## config.mk

```make
export PLATFORM = sky130hd
export DESIGN_NAME = control_bus
export DESIGN_NICKNAME = d
export VERILOG_FILES = /design/src/ctl_bus_pkg.sv /design/src/shift_link_if.sv /design/src/control_bus.sv /design/src/serial_shifter.sv
export SDC_FILE = /design/constraint.sdc
export NUM_CORES = 1
export LEC_CHECK = 0
export BUFFER_PORTS_ARGS = -buffer_cell sky130_fd_sc_hd__buf_2
export CAP_MARGIN = 20
export CORE_MARGIN = 1.5
export CORE_UTILIZATION = 50
export CTS_CLUSTER_DIAMETER = 120
export DETAILED_ROUTE_END_ITERATION = 8
export HOLD_SLACK_MARGIN = 0.06
export PLACE_DENSITY = 0.73
export SYNTH_ARGS = -nofsm -noshare
export SYNTH_HDL_FRONTEND = slang
export SYNTH_HIERARCHICAL = 1
export SYNTH_SLANG_ARGS = --single-unit
```

## constraint.sdc

```tcl
create_clock -name clk -period 2.65 [get_ports clk]
set_clock_uncertainty 0.15 [all_clocks]
set_input_delay 0 -clock clk [delete_from_list [all_inputs] [get_ports clk]]
set_output_delay 0 -clock clk [all_outputs]
set_load 0.05 [all_outputs]
```

## src/ctl_bus_pkg.sv

```systemverilog
package ctl_bus_pkg;

  localparam int WORD_BITS = 24;
  localparam int LONG_BITS = 32;
  localparam int CNT_W = 6;
  localparam logic [CNT_W-1:0] REPLY_EDGE = 6'h05;
  localparam logic [4:0] REPLY_BITS = 5'h0F;
  localparam logic [3:0] REPLY_HEADER = 4'hA;

  // Command types, high byte bits 7:6
  localparam logic [1:0] CMD_SLEEP = 2'h0;
  localparam logic [1:0] CMD_NORMAL = 2'h1;
  localparam logic [1:0] CMD_SETUP = 2'h2;
  localparam logic [1:0] CMD_TEST = 2'h3;

  // Bit positions in the command bytes
  localparam int HI_DISCRIM = 5;
  localparam int HI_LOCK_LD = 4;
  localparam int HI_CONV3_ON = 3;
  localparam int HI_DOUT_LD = 2;
  localparam int HI_CONV3_LD = 1;
  localparam int LO_LO2_ON = 6;
  localparam int LO_DOUT8 = 5;
  localparam int LO_COMP_LD = 4;
  localparam int LO_CONV1_LD = 3;
  localparam int LO_CONV2_LD = 2;
  localparam int SU_RANGE_LD = 4;
  localparam int SU_OFFSET_LD = 3;
  localparam int SU_CONV3_B = 2;
  localparam int SU_CONV2_B = 1;
  localparam int SU_PLL_ON = 0;
  localparam int SU_XTAL_ON = 7;
  localparam int SU_BANDGAP_ON = 6;
  localparam int SU_DIV_LD = 5;
  localparam int SU_TRIM_LD = 4;

  // Synth standby word: type in bits 1:0, standby flags above
  localparam logic [1:0] SYN_STANDBY_TYPE = 2'h2;
  localparam int SYN_MAIN_SB = 2;
  localparam int SYN_AUX_SB = 3;

  // Values after reset or restart
  localparam logic RST_SLEEP = 1'b1;
  localparam logic RST_XTAL_ON = 1'b1;
  localparam logic RST_PLL_ON = 1'b1;
  localparam logic RST_BANDGAP_ON = 1'b1;
  localparam logic [7:0] RST_BYTE = 8'h00;
  localparam logic [5:0] RST_FIELD6 = 6'h00;
  localparam logic [6:0] RST_FIELD7 = 7'h00;

  typedef enum logic [2:0] {
    ST_IDLE = 3'b001,
    ST_WAIT = 3'b010,
    ST_SEND = 3'b100
  } reply_state_t;

  function automatic logic rose(input logic prev, input logic cur);
    rose = cur & ~prev;
  endfunction : rose

endpackage : ctl_bus_pkg

```

## src/shift_link_if.sv

```systemverilog
`timescale 1ns/100ps
`default_nettype none
interface shift_link_if;
  logic bus_rise;
  logic data_bit;
  logic [31:0] word;
  logic [5:0] bit_count;

  modport shifter (
    input bus_rise,
    input data_bit,
    output word,
    output bit_count
  );
  modport decoder (
    output bus_rise,
    output data_bit,
    input word,
    input bit_count
  );
endinterface : shift_link_if
`default_nettype wire

```

## src/control_bus.sv

```systemverilog
`timescale 1ns/100ps
`default_nettype none
module control_bus (
  // Clock and reset
  input wire logic clk,
  input wire logic resetn,
  // Serial bus pins
  input wire logic bus_clock,
  input wire logic data_in,
  output logic data_out,
  output logic data_oe,
  input wire logic radio_word_strobe,
  input wire logic synth_word_strobe,
  // Reply sources
  input wire logic lock_detect,
  input wire logic [7:0] poll_result,
  // Radio mode
  output logic sleep,
  output logic restart,
  // Normal command state
  output logic discrim_on,
  output logic [6:0] lock_threshold,
  output logic third_conv_on,
  output logic [7:0] third_level_converter,
  output logic [7:0] dig_out,
  output logic dig_out8,
  output logic lo2_mult_on,
  output logic [7:0] carrier_comparator_converter,
  output logic [7:0] first_level_converter,
  output logic [7:0] second_level_converter,
  output logic read_select_hi,
  output logic read_select_lo,
  // Set-up command state
  output logic [5:0] pll_range,
  output logic [5:0] pll_offset,
  output logic conv3_input_b,
  output logic conv2_input_b,
  output logic clock_multiplier_pll,
  output logic xtal_on,
  output logic bandgap_on,
  output logic [7:0] divisors,
  output logic [7:0] bandgap_trim,
  // Synthesiser word
  output logic [31:0] synth_word,
  output logic [5:0] synth_word_bits,
  output logic synth_word_valid,
  output logic speed_up,
  output logic main_standby_bit,
  output logic aux_standby_bit
);

  // ==========================================
  // Pin synchronisers
  logic [2:0] clk_s;
  logic [1:0] dat_s;
  logic [2:0] rad_s;
  logic [2:0] syn_s;

  always_ff @(posedge clk) begin
    if (!resetn) begin
      clk_s <= 3'h0;
      dat_s <= 2'h0;
      rad_s <= 3'h0;
      syn_s <= 3'h0;
    end else begin
      clk_s <= {clk_s[1:0], bus_clock};
      dat_s <= {dat_s[0], data_in};
      rad_s <= {rad_s[1:0], radio_word_strobe};
      syn_s <= {syn_s[1:0], synth_word_strobe};
    end
  end

  logic bus_rise;
  logic radio_end;
  logic synth_end;
  assign bus_rise = ctl_bus_pkg::rose(clk_s[2], clk_s[1]);
  assign radio_end = ctl_bus_pkg::rose(rad_s[2], rad_s[1]);
  assign synth_end = ctl_bus_pkg::rose(syn_s[2], syn_s[1]);

  // ==========================================
  // Shifter
  shift_link_if link ();
  assign link.bus_rise = bus_rise;
  assign link.data_bit = dat_s[1];

  serial_shifter u_shift (
    .clk(clk),
    .resetn(resetn),
    .word_end(radio_end | synth_end),
    .link(link)
  );

  // ==========================================
  // Radio word decode
  function automatic logic is_type(input logic strobe, input logic [1:0] kind,
                                   input logic [1:0] want);
    is_type = strobe && (kind == want);
  endfunction : is_type

  function automatic logic [14:0] shift_reply(input logic [14:0] sr);
    shift_reply = {sr[13:0], 1'b0};
  endfunction : shift_reply

  logic [7:0] value_byte;
  logic [7:0] command_byte_hi;
  logic [7:0] command_byte_lo;
  logic [1:0] cmd_type;
  logic is_normal;
  logic is_setup;
  logic is_restart;
  assign value_byte = link.word[23:16];
  assign command_byte_hi = link.word[15:8];
  assign command_byte_lo = link.word[7:0];
  assign cmd_type = command_byte_hi[7:6];
  logic is_sleep;
  assign is_normal = is_type(radio_end, cmd_type, ctl_bus_pkg::CMD_NORMAL);
  assign is_setup = is_type(radio_end, cmd_type, ctl_bus_pkg::CMD_SETUP);
  assign is_sleep = is_type(radio_end, cmd_type, ctl_bus_pkg::CMD_SLEEP);
  assign is_restart = is_setup && command_byte_lo[1:0] == 2'h3;

  // ==========================================
  // Mode
  always_ff @(posedge clk) begin
    if (!resetn) begin
      sleep <= ctl_bus_pkg::RST_SLEEP;
      restart <= 1'b0;
    end else begin
      restart <= is_restart;
      // Restart wins over the other types
      if (is_restart) begin
        sleep <= ctl_bus_pkg::RST_SLEEP;
      end else if (is_normal) begin
        sleep <= 1'b0;
      end else if (is_sleep) begin
        sleep <= 1'b1;
      end
    end
  end

  // ==========================================
  // Normal command fields
  always_ff @(posedge clk) begin
    if (!resetn || is_restart) begin
      discrim_on <= 1'b0;
      lock_threshold <= ctl_bus_pkg::RST_FIELD7;
      third_conv_on <= 1'b0;
      third_level_converter <= ctl_bus_pkg::RST_BYTE;
      dig_out <= ctl_bus_pkg::RST_BYTE;
      dig_out8 <= 1'b0;
      lo2_mult_on <= 1'b0;
      carrier_comparator_converter <= ctl_bus_pkg::RST_BYTE;
      first_level_converter <= ctl_bus_pkg::RST_BYTE;
      second_level_converter <= ctl_bus_pkg::RST_BYTE;
      read_select_hi <= 1'b0;
      read_select_lo <= 1'b0;
    end else if (is_normal) begin
      discrim_on <= command_byte_hi[ctl_bus_pkg::HI_DISCRIM];
      third_conv_on <= command_byte_hi[ctl_bus_pkg::HI_CONV3_ON];
      // Load bits act only when set
      if (command_byte_hi[ctl_bus_pkg::HI_LOCK_LD]) begin
        lock_threshold <= value_byte[7:1];
      end
      if (command_byte_hi[ctl_bus_pkg::HI_DOUT_LD]) begin
        dig_out <= value_byte;
      end
      if (command_byte_hi[ctl_bus_pkg::HI_CONV3_LD]) begin
        third_level_converter <= value_byte;
      end
      lo2_mult_on <= command_byte_lo[ctl_bus_pkg::LO_LO2_ON];
      dig_out8 <= command_byte_lo[ctl_bus_pkg::LO_DOUT8];
      if (command_byte_lo[ctl_bus_pkg::LO_COMP_LD]) begin
        carrier_comparator_converter <= value_byte;
      end
      if (command_byte_lo[ctl_bus_pkg::LO_CONV1_LD]) begin
        first_level_converter <= value_byte;
      end
      if (command_byte_lo[ctl_bus_pkg::LO_CONV2_LD]) begin
        second_level_converter <= value_byte;
      end
      read_select_hi <= command_byte_lo[1];
      read_select_lo <= command_byte_lo[0];
    end
  end

  // ==========================================
  // Set-up command fields, kept through sleep
  always_ff @(posedge clk) begin
    if (!resetn || is_restart) begin
      pll_range <= ctl_bus_pkg::RST_FIELD6;
      pll_offset <= ctl_bus_pkg::RST_FIELD6;
      conv3_input_b <= 1'b0;
      conv2_input_b <= 1'b0;
      clock_multiplier_pll <= ctl_bus_pkg::RST_PLL_ON;
      xtal_on <= ctl_bus_pkg::RST_XTAL_ON;
      bandgap_on <= ctl_bus_pkg::RST_BANDGAP_ON;
      divisors <= ctl_bus_pkg::RST_BYTE;
      bandgap_trim <= ctl_bus_pkg::RST_BYTE;
    end else if (is_setup) begin
      if (command_byte_hi[ctl_bus_pkg::SU_RANGE_LD]) begin
        pll_range <= value_byte[5:0];
      end
      if (command_byte_hi[ctl_bus_pkg::SU_OFFSET_LD]) begin
        pll_offset <= value_byte[5:0];
      end
      conv3_input_b <= command_byte_hi[ctl_bus_pkg::SU_CONV3_B];
      conv2_input_b <= command_byte_hi[ctl_bus_pkg::SU_CONV2_B];
      clock_multiplier_pll <= command_byte_hi[ctl_bus_pkg::SU_PLL_ON];
      xtal_on <= command_byte_lo[ctl_bus_pkg::SU_XTAL_ON];
      bandgap_on <= command_byte_lo[ctl_bus_pkg::SU_BANDGAP_ON];
      if (command_byte_lo[ctl_bus_pkg::SU_DIV_LD]) begin
        divisors <= value_byte;
      end
      if (command_byte_lo[ctl_bus_pkg::SU_TRIM_LD]) begin
        bandgap_trim <= value_byte;
      end
    end
  end

  // ==========================================
  // Synthesiser word
  always_ff @(posedge clk) begin
    if (!resetn) begin
      synth_word <= 32'h00000000;
      synth_word_bits <= 6'h00;
      synth_word_valid <= 1'b0;
      speed_up <= 1'b0;
      main_standby_bit <= 1'b0;
      aux_standby_bit <= 1'b0;
    end else begin
      synth_word_valid <= synth_end;
      speed_up <= syn_s[1];
      if (synth_end) begin
        synth_word <= link.word;
        synth_word_bits <= link.bit_count;
        // Standby flags only from a standby word
        if (link.word[1:0] == ctl_bus_pkg::SYN_STANDBY_TYPE) begin
          main_standby_bit <= link.word[ctl_bus_pkg::SYN_MAIN_SB];
          aux_standby_bit <= link.word[ctl_bus_pkg::SYN_AUX_SB];
        end
      end
    end
  end

  // ==========================================
  // Reply transmitter
  ctl_bus_pkg::reply_state_t state;
  logic [5:0] edge_cnt;
  logic [4:0] bits_left;
  logic [14:0] reply_sr;

  always_ff @(posedge clk) begin
    if (!resetn) begin
      state <= ctl_bus_pkg::ST_IDLE;
      edge_cnt <= 6'h00;
      bits_left <= 5'h00;
      reply_sr <= 15'h0000;
      data_out <= 1'b0;
      data_oe <= 1'b0;
    end else begin
      case (state)
        ctl_bus_pkg::ST_IDLE: begin
          data_oe <= 1'b0;
          if (is_normal) begin
            state <= ctl_bus_pkg::ST_WAIT;
            edge_cnt <= 6'h00;
            reply_sr <= {ctl_bus_pkg::REPLY_HEADER, command_byte_lo[1:0],
                         lock_detect, poll_result};
          end
        end
        ctl_bus_pkg::ST_WAIT: begin
          if (bus_rise) begin
            edge_cnt <= edge_cnt + 6'h01;
            // Fifth bus edge after the strobe
            if (edge_cnt == ctl_bus_pkg::REPLY_EDGE - 6'h01) begin
              data_out <= reply_sr[14];
              data_oe <= 1'b1;
              reply_sr <= shift_reply(reply_sr);
              bits_left <= ctl_bus_pkg::REPLY_BITS - 5'h01;
              state <= ctl_bus_pkg::ST_SEND;
            end
          end
        end
        ctl_bus_pkg::ST_SEND: begin
          if (bus_rise) begin
            if (bits_left == 5'h00) begin
              data_oe <= 1'b0;
              data_out <= 1'b0;
              state <= ctl_bus_pkg::ST_IDLE;
            end else begin
              data_out <= reply_sr[14];
              reply_sr <= shift_reply(reply_sr);
              bits_left <= bits_left - 5'h01;
            end
          end
        end
        default: begin
          state <= ctl_bus_pkg::ST_IDLE;
          data_oe <= 1'b0;
        end
      endcase
    end
  end

endmodule : control_bus
`default_nettype wire

```

## src/serial_shifter.sv

```systemverilog
`timescale 1ns/100ps
`default_nettype none
module serial_shifter (
  // Clock and reset
  input wire logic clk,
  input wire logic resetn,
  // Word boundary
  input wire logic word_end,
  // Link to decoder
  shift_link_if.shifter link
);

  // ==========================================
  // Shift register, MSB first
  always_ff @(posedge clk) begin
    if (!resetn) begin
      link.word <= 32'h00000000;
    end else if (link.bus_rise) begin
      link.word <= {link.word[30:0], link.data_bit};
    end
  end

  // ==========================================
  // Bits since the last strobe, saturating
  always_ff @(posedge clk) begin
    if (!resetn) begin
      link.bit_count <= 6'h00;
    end else if (word_end) begin
      link.bit_count <= 6'h00;
    end else if (link.bus_rise && link.bit_count != 6'h3F) begin
      link.bit_count <= link.bit_count + 6'h01;
    end
  end

endmodule : serial_shifter
`default_nettype wire

```

==> impl_metrics.py <==
metrics = {
    "setup_path": {
        "r2r_cells": 6,
        "cp_max_fo": 6,
        "criticalPathCategory": "reg2reg",
        "reg2reg_from": "bits_left[0]",
        "cp-startpoint": "bits_left[0]",
        "critPathCaptureType": "flip-flop",
        "cp.arrival_ns": 2.34,
        "cp.required_ns": 2.89,
        "startpoint_type": "flip-flop",
    },
    "layout": {
        "drive_gt1_frac": 0.203,
        "layout_common_cells": "209 x dfxtp_1, 189 x nand2_1, 146 x buf_2",
        "n_antenna_cell": 0,
        "num-nets-final": 1073,
        "area_growth_pct": 21.5,
        "final_common_cell": "dfxtp_1",
    },
    "route": {
        "drt-initial-drc-count": 653,
        "firstDrtPassIters": 5,
        "vias_per_cell": 5.40,
        "route.detailed.drc": 0,
        "wl_per_cell_um": 15.7,
        "routed_wl_um": 20200,
        "ant_nets": 0,
        "vias": 6950,
    },
    "clock_network": {
        "clock_path_buffers": 3,
        "cts_num_sinks": 209,
        "tritoncts.num_buffers": 22,
        "clock_latency_ns": 0.49,
        "cts-root-buf": "clkbuf_16",
        "cts_setup_buffers": 0,
        "path_clk_slew_ns": 0.06,
        "cts_tree": "built",
        "cts_max_level": 1,
    },
    "global_routing": {
        "grt_usage": 0.229,
        "grt_pass1_wl_um": 31300,
        "use_met1": 0.324,
        "first_global_vias": 6128,
        "busiest_layer": "met2",
        "use_met2": 0.364,
        "grt_max_degree": 84,
        "grt_overflow": 0,
        "grtUsageMet3": 0.0387,
        "antenna_found_initial": 0,
    },
    "hold_path": {
        "hp-start": "radio_word_strobe",
        "min_path_type": "in2reg",
        "hold-path-cell-count": 3,
    },
    "status": {
        "outcome": "completed",
    },
    "sta": {
        "hold_viol": 0,
        "rsz0062_at_grt": "false",
        "max_freq_ghz": 0.478,
        "setup_viol": 0,
        "fin_crit_sh": 0.790,
        "slew_headroom": 0.412,
        "finalSetupTns_ns": 0,
        "min_period_ns": 2.09,
        "setup_ws_ns": 0.557,
        "worstMarginPinSlew_ns": 0.881,
        "slew_viol_final": 0,
    },
    "floorplan": {
        "die_y_um": 130,
        "pin_count": 147,
        "row_count": 46,
        "dieArea_sq_mm": 0.0170,
        "start_util": 0.511,
        "coreArea_sq_mm": 0.0159,
        "dieWidth_um": 130,
    },
    "run": {
        "maxCapViolations": 0,
    },
    "synth": {
        "ys_seq_elements": 209,
        "ys_warn_count": 6,
        "synthCells": 925,
        "yosysSeqAreaShare": 0.516,
        "avgSynthCellArea_sq_um": 8.77,
        "ys.flop_type": "dfxtp_1",
        "synth_fp_nets": 944,
        "synthArstFlopShare": 0,
        "synth_area_sq_mm": 0.00811,
        "synth-edff-count": 0,
        "synth_cell_types": 59,
    },
    "placement": {
        "gp_congestion": 0.853,
        "hpwl_um": 12700,
        "dpl_worst_slack_ns": 0.568,
        "numPortBuffers": 146,
    },
    "power": {
        "p_leak_nw": 3.82,
        "ir_drop_mv": 0.407,
        "power.density_mw_per_mm2": 657,
    },
}
layer usage:
layer,share of wire,vias up
met5,0,-
li1,-,3414
met2,0.46,215
met3,0.055,29
met1,0.46,3292
met4,0.023,0
worst paths after layout:
path                  endpoint  slack, ns
setup reg to reg  bits_left[1]       0.56
setup / recovery  bits_left[1]       0.56
hold / removal        rad_s[0]       0.11
hold reg to reg       clk_s[1]       0.28
registers in the layout, summed over array words and instances (netlist names), 2 cells and up:
| signal | count |
|---|---|
| carrier_comparator_converter | 8 |
| bandgap_trim | 8 |
| clk_s | 3 |
| u_shift/link.word | 32 |
| syn_s | 3 |
| synth_word_bits | 6 |
| dat_s | 2 |
| u_shift/link.bit_count | 6 |
| bits_left | 5 |
| pll_offset | 6 |
| third_level_converter | 8 |
| lock_threshold | 7 |
| pll_range | 6 |
| divisors | 8 |
| state | 3 |
| reply_sr | 15 |
| rad_s | 3 |
| second_level_converter | 8 |
| edge_cnt | 6 |
| synth_word | 32 |
| first_level_converter | 8 |
| dig_out | 8 |
worst max-delay path: stages (launching register included):
cell and delay (ns):
dfxtp_1 0.31, inv_1 0.09, ha_1 0.23, or4b_4 0.51, a32o_1 0.27, and2_4 0.19
a311oi_2 0.24
cell usage after synthesis (2+ instances only):
master / number / share of area
and2_1: 12 / 0.0093
a32o_1: 3 / 0.0037
dfxtp_1: 209 / 0.52
o31ai_1: 3 / 0.0028
a311oi_1: 2 / 0.0022
o21a_1: 12 / 0.011
and4bb_2: 2 / 0.0031
nand2_1: 190 / 0.088
nand4_1: 2 / 0.0015
buf_1: 5 / 0.0023
mux2i_1: 58 / 0.072
nand3_1: 79 / 0.049
a21oi_1: 123 / 0.076
a31oi_1: 5 / 0.0039
nor3b_1: 13 / 0.012
buf_2: 6 / 0.0037
inv_1: 9 / 0.0042
ha_1: 4 / 0.0062
o21ai_0: 16 / 0.0099
clkbuf_1: 55 / 0.025
buf_4: 4 / 0.0037
xnor2_1: 2 / 0.0022
nor3_1: 7 / 0.0043
nand2b_1: 8 / 0.0062
nor2b_1: 41 / 0.032
or4_1: 3 / 0.0028
nor2_1: 20 / 0.0093
cell families (layout without fill, tap and decap cells):
group / Yosys count / count (layout) / share of synthesized area
fa+ha+maj: 4 / 4 / 0.00617
flops: 209 / 209 / 0.516
mux: 58 / 58 / 0.0716
compound gates: 179 / 179 / 0.128
xor+xnor: 3 / 3 / 0.00324
buf+inv: 81 / 226 / 0.0426
simple gates: 391 / 391 / 0.232
power by group:
| part | switching, W | internal (W) | leakage, nW |
|---|---|---|---|
| logic | 0.0000982 | 0.0000593 | 1.77 |
| clock network | 0.00124 | 0.00193 | 0.372 |
| registers | 0.00000510 | 0.00315 | 1.68 |
metrics by stage:
step / cell area (sq um) / total power, W / hold slack, ns / utilization / cells
2_1_floorplan: 8110 / 0.00333 / -0.0227 / - / 925
3_3_place_gp: 8960 / 0.00337 / 0.0571 / 0.564 / 1232
3_5_place_dp: 8960 / 0.00337 / 0.0646 / 0.564 / 1232
4_1_cts: 9860 / 0.00653 / 0.0880 / 0.621 / 1286
5_1_grt: 9860 / 0.00667 / 0.125 / 0.621 / 1286
6_report: 9860 / 0.00648 / 0.105 / 0.621 / 1286
layout make-up:
cell class / instances / area, sq um
fill: 1394 / 6030
inverter: 9 / 33.8
clock inverter: 8 / 100
timing repair buffer: 177 / 1020
clock buffer: 32 / 659
tap: 216 / 270
sequential: 209 / 4180
multi-input combinational: 635 / 3590
timing repair:
action	4_1_cts	5_1_grt
hold endpoints to repair	18	0
gates resized for setup	0	0
hold buffers	14	0
(Power assumes the default switching activity.)
